## src/design/ppcs_pkg.sv

```systemverilog
// package: constants for the parallel port chip-select pin mux
package ppcs_pkg;
   // ****************************************
   // pin layout
   // ****************************************
   localparam int PPCS_NUM_PINS = 3;
   localparam int PPCS_PIN_SPACE_ZERO = 0;
   localparam int PPCS_PIN_SPACE_ONE = 1;
   localparam int PPCS_PIN_SPACE_TWO = 2;
   localparam int PPCS_GPIO_NUM_BASE = 24;
   // ****************************************
   // reset values, strap, hold and off encodings
   // ****************************************
   localparam logic PPCS_STRAP_GPIO = 1'h0;
   localparam logic PPCS_STRAP_CHIPSEL = 1'h1;
   localparam logic PPCS_CS_INACTIVE = 1'h1;
   localparam logic PPCS_HOLDER_RESET = 1'h1;
   localparam logic PPCS_HOLD_TRISTATE_FLOAT = 1'h1;
   localparam logic PPCS_OFF_TRST = 1'h0;
   localparam logic PPCS_OFF_EMULATION_PIN_ZERO = 1'h1;
   localparam logic PPCS_OFF_EMU1 = 1'h0;
endpackage : ppcs_pkg

```

## src/design/ppcs_pin_mux.sv

```systemverilog
// module: strap-selected gpio / chip-select mux for three parallel-port pins
// Function
// - strap low gpio, strap high chip select
// - function fixed at reset release until reset
// - gpio pins are inputs after reset while gpio_dir_out_i is zero
// - chip select floats in reset, then drives 1
// - pins map to spaces zero, one, two
// - software picks gpio input or output
// - pins float while hold is asserted
// - memory clocks toggle or float during hold
// - pins float in off mode
// - bus holder enable, default on after reset
`timescale 1ns/1ps
`default_nettype none
module ppcs_pin_mux
   import ppcs_pkg::*;
#(
   parameter int NUM_PINS = PPCS_NUM_PINS
) (
   input wire logic clk_i,
   input wire logic rst_i,
   input wire logic function_strap_input_i,
   input wire logic [NUM_PINS-1:0] pin_i,
   output logic [NUM_PINS-1:0] pin_o,
   output logic [NUM_PINS-1:0] pin_oe_o,
   input wire logic [NUM_PINS-1:0] gpio_dir_out_i,
   input wire logic [NUM_PINS-1:0] gpio_out_i,
   output logic [NUM_PINS-1:0] gpio_in_o,
   input wire logic [NUM_PINS-1:0] mem_space_select_i,
   input wire logic hold_i,
   input wire logic memclk_i,
   input wire logic memclk_hold_tristate_bit_i,
   output logic memory_clock_outputs_o,
   output logic memory_clock_outputs_oe_o,
   input wire logic test_reset_i,
   input wire logic emulation_pin_zero_i,
   input wire logic emulation_one_off_input_i,
   input wire logic holder_enable_wr_i,
   input wire logic holder_enable_data_i,
   output logic bus_holder_enable_o,
   output logic chipsel_mode_o
);
   // ****************************************
   // elaboration check
   // ****************************************
   if (NUM_PINS != PPCS_NUM_PINS) begin : g_bad_pins
      $error("ppcs_pin_mux serves exactly three pins");
   end

   logic chipsel_mode;
   logic rst_q;
   logic off_mode;
   logic float_all;

   // ****************************************
   // strap capture
   // ****************************************
   // strap is sampled every reset cycle; last sample before release sticks
   always_ff @(posedge clk_i) begin
      rst_q <= rst_i;
      if (rst_i) begin
         chipsel_mode <= (function_strap_input_i == PPCS_STRAP_CHIPSEL);
      end
   end // held outside reset

   assign off_mode = (test_reset_i == PPCS_OFF_TRST) && (emulation_pin_zero_i == PPCS_OFF_EMULATION_PIN_ZERO)
                     && (emulation_one_off_input_i == PPCS_OFF_EMU1);
   assign float_all = off_mode || hold_i;

   // ****************************************
   // pin drivers
   // ****************************************
   // index i is memory space i and gpio number base+i
   for (genvar i = 0; i < NUM_PINS; i++) begin : g_pin
      always_ff @(posedge clk_i) begin
         if (rst_i) begin
            pin_oe_o[i] <= 1'h0;
            pin_o[i] <= PPCS_CS_INACTIVE;
            gpio_in_o[i] <= 1'h0;
         end else begin
            gpio_in_o[i] <= pin_i[i];
            // hold and off win over both functions: another owner has the pads
            if (float_all) begin
               pin_oe_o[i] <= 1'h0;
               pin_o[i] <= PPCS_CS_INACTIVE;
            end else if (chipsel_mode) begin
               pin_oe_o[i] <= 1'h1;
               // first cycle out of reset shows idle high whatever the interface drives
               pin_o[i] <= rst_q ? PPCS_CS_INACTIVE : mem_space_select_i[i];
            end else begin
               pin_oe_o[i] <= gpio_dir_out_i[i];
               pin_o[i] <= gpio_out_i[i];
            end
         end
      end

      property p_space_map;
         @(posedge clk_i) disable iff (rst_i)
            (chipsel_mode && !float_all && !rst_q) |=>
            (rst_i || (pin_oe_o[i] && pin_o[i] == $past(mem_space_select_i[i])));
      endproperty
      a_space_map: assert property (p_space_map) else $error("select on wrong pin");
   end

   // ****************************************
   // memory clock, holder and mode output
   // ****************************************
   always_ff @(posedge clk_i) begin
      if (rst_i) begin
         memory_clock_outputs_o <= 1'h0;
         memory_clock_outputs_oe_o <= 1'h1;
      end else begin
         memory_clock_outputs_o <= memclk_i;
         memory_clock_outputs_oe_o <= !(hold_i &&
            memclk_hold_tristate_bit_i == PPCS_HOLD_TRISTATE_FLOAT);
      end
   end

   always_ff @(posedge clk_i) begin
      if (rst_i) begin
         bus_holder_enable_o <= PPCS_HOLDER_RESET;
      end else if (holder_enable_wr_i) begin
         bus_holder_enable_o <= holder_enable_data_i;
      end
   end

   always_ff @(posedge clk_i) begin
      if (rst_i) begin
         chipsel_mode_o <= 1'h0;
      end else begin
         chipsel_mode_o <= chipsel_mode;
      end
   end

   // ****************************************
   // checks
   // ****************************************
   property p_mode_stable;
      @(posedge clk_i) disable iff (rst_i) !$fell(rst_i) |-> $stable(chipsel_mode);
   endproperty
   a_mode_stable: assert property (p_mode_stable) else $error("mode changed");

   property p_reset_float;
      @(posedge clk_i) rst_i |=> pin_oe_o == '0;
   endproperty
   a_reset_float: assert property (p_reset_float) else $error("pin driven in reset");

   property p_hold_float;
      @(posedge clk_i) disable iff (rst_i) hold_i |=> (rst_i || pin_oe_o == '0);
   endproperty
   a_hold_float: assert property (p_hold_float) else $error("pin driven in hold");

   property p_off_float;
      @(posedge clk_i) disable iff (rst_i) off_mode |=> (rst_i || pin_oe_o == '0);
   endproperty
   a_off_float: assert property (p_off_float) else $error("pin driven in off");

   property p_cs_idle;
      @(posedge clk_i) disable iff (rst_i)
         ($fell(rst_i) && chipsel_mode && !float_all) |=> (pin_o == '1 && pin_oe_o == '1);
   endproperty
   a_cs_idle: assert property (p_cs_idle) else $error("chip select not idle high");

   property p_gpio_input;
      @(posedge clk_i) disable iff (rst_i)
         ($fell(rst_i) && !chipsel_mode && gpio_dir_out_i == '0) |=> pin_oe_o == '0;
   endproperty
   a_gpio_input: assert property (p_gpio_input) else $error("gpio not input");

   property p_gpio_dir;
      @(posedge clk_i) disable iff (rst_i)
         (!chipsel_mode && !float_all) |=> (rst_i || pin_oe_o == $past(gpio_dir_out_i));
   endproperty
   a_gpio_dir: assert property (p_gpio_dir) else $error("gpio direction wrong");

   property p_clk_float;
      @(posedge clk_i) disable iff (rst_i)
         (hold_i && memclk_hold_tristate_bit_i) |=> (rst_i || !memory_clock_outputs_oe_o);
   endproperty
   a_clk_float: assert property (p_clk_float) else $error("memory clock driven");

   property p_holder_default;
      @(posedge clk_i) rst_i |=> bus_holder_enable_o;
   endproperty
   a_holder_default: assert property (p_holder_default) else $error("holder off");

   property p_holder_write;
      @(posedge clk_i) disable iff (rst_i)
         holder_enable_wr_i |=> (rst_i || bus_holder_enable_o == $past(holder_enable_data_i));
   endproperty
   a_holder_write: assert property (p_holder_write) else $error("holder write lost");

   property p_clk_run;
      @(posedge clk_i) disable iff (rst_i)
         (hold_i && memclk_hold_tristate_bit_i != PPCS_HOLD_TRISTATE_FLOAT) |=>
         (rst_i || memory_clock_outputs_oe_o);
   endproperty
   a_clk_run: assert property (p_clk_run) else $error("memory clock stopped");

   property p_clk_follow;
      @(posedge clk_i) disable iff (rst_i)
         !rst_i |=> (rst_i || memory_clock_outputs_o == $past(memclk_i));
   endproperty
   a_clk_follow: assert property (p_clk_follow) else $error("memory clock not passed");

   property p_gpio_out;
      @(posedge clk_i) disable iff (rst_i)
         (!chipsel_mode && !float_all) |=> (rst_i || pin_o == $past(gpio_out_i));
   endproperty
   a_gpio_out: assert property (p_gpio_out) else $error("gpio output wrong");

   property p_strap_mode;
      @(posedge clk_i) disable iff (rst_i)
         $fell(rst_i) |=>
         (rst_i || chipsel_mode_o == ($past(function_strap_input_i, 2) == PPCS_STRAP_CHIPSEL));
   endproperty
   a_strap_mode: assert property (p_strap_mode) else $error("mode not from strap");

   property p_strap_ignored;
      @(posedge clk_i) disable iff (rst_i)
         !$fell(rst_i) |=> (rst_i || $stable(chipsel_mode_o));
   endproperty
   a_strap_ignored: assert property (p_strap_ignored) else $error("mode followed strap");

   property p_float_idle;
      @(posedge clk_i) disable iff (rst_i)
         float_all |=> (rst_i || pin_o == '1);
   endproperty
   a_float_idle: assert property (p_float_idle) else $error("floating pin not idle");
endmodule : ppcs_pin_mux
`default_nettype wire

```

## config.mk

```make
export PLATFORM = sky130hd
export DESIGN_NAME = ppcs_pin_mux
export DESIGN_NICKNAME = d
export VERILOG_FILES = /design/src/design/ppcs_pkg.sv /design/src/design/ppcs_pin_mux.sv
export SDC_FILE = /design/constraint.sdc
export NUM_CORES = 1
export LEC_CHECK = 0
export ABC_AREA = 0
export BUFFER_PORTS_ARGS = -buffer_cell sky130_fd_sc_hd__buf_2
export CAP_MARGIN = 0
export CORE_AREA = 8 8 45 47
export DETAILED_ROUTE_END_ITERATION = 12
export DIE_AREA = 0 0 53 55
export PLACE_DENSITY = 0.73
export SYNTH_ARGS = -nofsm -noshare
export SYNTH_HDL_FRONTEND = slang
export SYNTH_SLANG_ARGS = --single-unit
```

## constraint.sdc

```tcl
create_clock -name clk_i -period 2.32 [get_ports clk_i]
set_clock_uncertainty 0.05 [all_clocks]
set_input_delay 0.348 -clock clk_i [delete_from_list [all_inputs] [get_ports clk_i]]
set_output_delay 0.348 -clock clk_i [all_outputs]
set_load 0.01 [all_outputs]
```

==> results.yml <==
cts:
  clock_path_buffers: 2
  cts_setup_buffers: 0
  ctsHoldBuffers: 0
  tritoncts: "built"
  cts-buffers-inserted: 3
  cts.sinks: 15
  htreeDepth: 1
  post_cts_resized: 0
  clkTransAtPathRegs_ns: 0.08
  cts_root_buf: "clkbuf_4"
  clkLatencyLatePin_ns: 0.27
worst_setup_path:
  crit_path_max_fanout: 2
  arrival_ns: 0.72
  r2r_end: "pin_o[0]$_SDFF_PP1_"
  cp_num_buf_inv: 1
  crit_path_max_incr_delay_ns: 0.33
  r2r_setup_slack_ns: 1.29
  cp_slowest_cell: "dfxtp_1"
  cp_top_family: "flip-flops"
  worst_r2r_path_depth: 2
  r2r-start: "chipsel_mode$_DFFE_PP_"
  startpoint_type: "flop"
  crit_chain: "buf_2"
  worstPathRequired_ns: 1.92
  crit_type: "flop to output port"
  critPathCaptureType: "output port"
hold_path:
  whs_path_depth: 1
  holdCritPathClass: "input port to flop"
  hold_end: "chipsel_mode$_DFFE_PP_"
  worstHoldStart: "function_strap_input_i"
timing:
  finalSetupTns_ns: 0
  rsz0062_at_grt: "no"
  worst_pin_slew_ns: 0.3571
  slew_violations: 0
  setup_viol: 0
  fmax_mhz: 893.1
  min_period_ns: 1.120
  finalHoldViolCount: 0
  maxSlewHeadroom: 0.7614
  post-route-period-util: 0.4826
cells_and_area:
  synthToLayoutAreaGrowth_pct: 43.78
  layout.nets: 104
  layout_common_cells: "buf_2 (35), dfxtp_1 (14), nor2_1 (7)"
  multi_input_area_sq_um: 162.7
  drive_gt1_frac: 0.4875
  stdcell_area_sq_um: 694.4
  register_area_sq_um: 310.3
  antenna_cells: 0
  n_fill_cell: 138
  layout.cells.non_filler: 96
  final_common_cell: "buf_2"
placement:
  gp_congestion: 0.6500
  numPortBuffers: 35
  placed_area_sq_um: 668.1
  dp_hpwl_um: 960.1
  dp.cells: 92
route:
  wl_per_cell_um: 12.30
  routed_wl_mm: 1.181
  vias_per_cell: 4.625
  drc_errors: 0
  dr.first_iter.drc_count: 4
  drtPass1Iterations: 2
  num_vias: 444
  drtAntennaViolNets: 0
logic_synthesis:
  yosysWarnings: 0
  synth_top_family_by_area: "simple AND/OR/NAND/NOR gates"
  netlist_instances: 43
  syn-num-nets: 66
  synth-xor-area-share: 0
  netlist_area_sq_um: 483.0
  muxShareOfSynthArea: 0
  synthAdderAreaFrac: 0
  postSynthAreaPerCell_sq_um: 11.23
  yosysUniqueCellTypes: 11
  ys_ff_latch: 15
  synth_compound_area_frac: 0.06477
  synth-seq-area-share: 0.6425
  yosys.area_share.simple: 0.2720
global_routing:
  grt_first_pass_wirelength_mm: 1.731
  grt_max_degree: 14
  met2_usage: 0.1426
  grtUsageMet3: 0.03476
  grt-busiest-layer: "met2"
  track_usage: 0.08026
  antenna_found_initial: 0
  met1_usage: 0.07419
  grt_pass1_vias: 428
  grt-ovfl-total: 0
pwr:
  clock_power_share: 0.295
  p_sw_w: 0.0001087
  power.share.switching: 0.2259
  p_leak_nw: 0.3238
  peakVddDrop_mv: 0.3051
  pwr-share-comb: 0.121
  internal-power_w: 0.0003727
  p_per_area_nw_per_um2: 693.4
  pwr-share-seq: 0.583
run:
  maxCapViolCount: 0
die:
  start_util: 0.3490
  die_h_um: 55
  core_area_sq_um: 1384
  pin_count: 36
  dieArea_sq_um: 2915
  chipWidth_um: 53
  rows: 14
status:
  status: "finished clean"
cell usage after synthesis:
cell      instances  area [sq um]
nor2_1            7         26.28
nor3b_1           4         30.03
buf_2             2         10.01
nor2b_1           6         37.54
o211ai_1          3         22.52
nor4_1            3         18.77
or3b_4            1         11.26
nand3b_1          1         7.510
a211o_1           1         8.760
dfxtp_1          14         280.3
edfxtp_1          1         30.03
state kept, by name, summed over array words and instances, names as in the netlist:
| name | cells |
|---|---|
| gpio_in_o | 3 |
| pin_o | 3 |
| pin_oe_o | 3 |
| bus_holder_enable_o | 1 |
| chipsel_mode | 1 |
| chipsel_mode_o | 1 |
| memory_clock_outputs_o | 1 |
| memory_clock_outputs_oe_o | 1 |
| rst_q | 1 |
through the flow:
stage	hold slack [ns]	total power [W]	utilization	setup WS, ns
final	0.1986	0.0004815	0.5018	1.200
after global routing	0.1735	0.0005102	0.5018	1.155
after CTS	0.1929	0.0004862	0.5018	1.185
after detailed placement	0.4770	0.0003462	0.4828	1.242
after global placement	0.4765	0.0003444	0.4828	1.246
after floorplan	0.3257	0.0003122	-	1.387
routing by layer:
metal / vias to the layer above / part of all wire
met5: - / 0
met4: 0 / 0.016
met3: 2 / 0.11
met2: 19 / 0.52
met1: 199 / 0.35
li1: 224 / -
cells by family after synthesis:
group / Yosys count
AOI/OAI and AO/OA: 4
buffers and inverters: 2
DFF: 15
and+or+nand+nor: 22
power groups by stage:
stage / sequential [W] / clock, W / combinational [W]
6_report: 0.000281 / 0.000142 / 0.0000584
5_1_grt: 0.000283 / 0.000163 / 0.0000642
4_1_cts: 0.000281 / 0.000146 / 0.0000595
3_5_place_dp: 0.000287 / 0 / 0.0000592
3_3_place_gp: 0.000286 / 0 / 0.0000580
2_1_floorplan: 0.000291 / 0 / 0.0000217
cell type report:
| cell class | count | share of cell area |
|---|---|---|
| multi-input combinational | 26 | 0.2342 |
| timing repair buffer | 35 | 0.2523 |
| sequential | 15 | 0.4468 |
| clock buffer | 4 | 0.03784 |
| tap | 16 | 0.02883 |
worst max path at each step:
stage,start,endpoint,slack (ns),cells after the start
floorplan,test_reset_i,pin_o[0]$_SDFF_PP1_,1.39,2
CTS,bus_holder_enable_o$_SDFFE_PP1P_,bus_holder_enable_o,1.18,1
finish,bus_holder_enable_o$_SDFFE_PP1P_,bus_holder_enable_o,1.20,1
global placement,test_reset_i,pin_o[0]$_SDFF_PP1_,1.25,3
global route,pin_oe_o[2]$_SDFF_PP0_,pin_oe_o[2],1.15,1
detailed placement,test_reset_i,pin_o[1]$_SDFF_PP1_,1.24,3
Note: power is estimated with default switching activity, not from simulation.
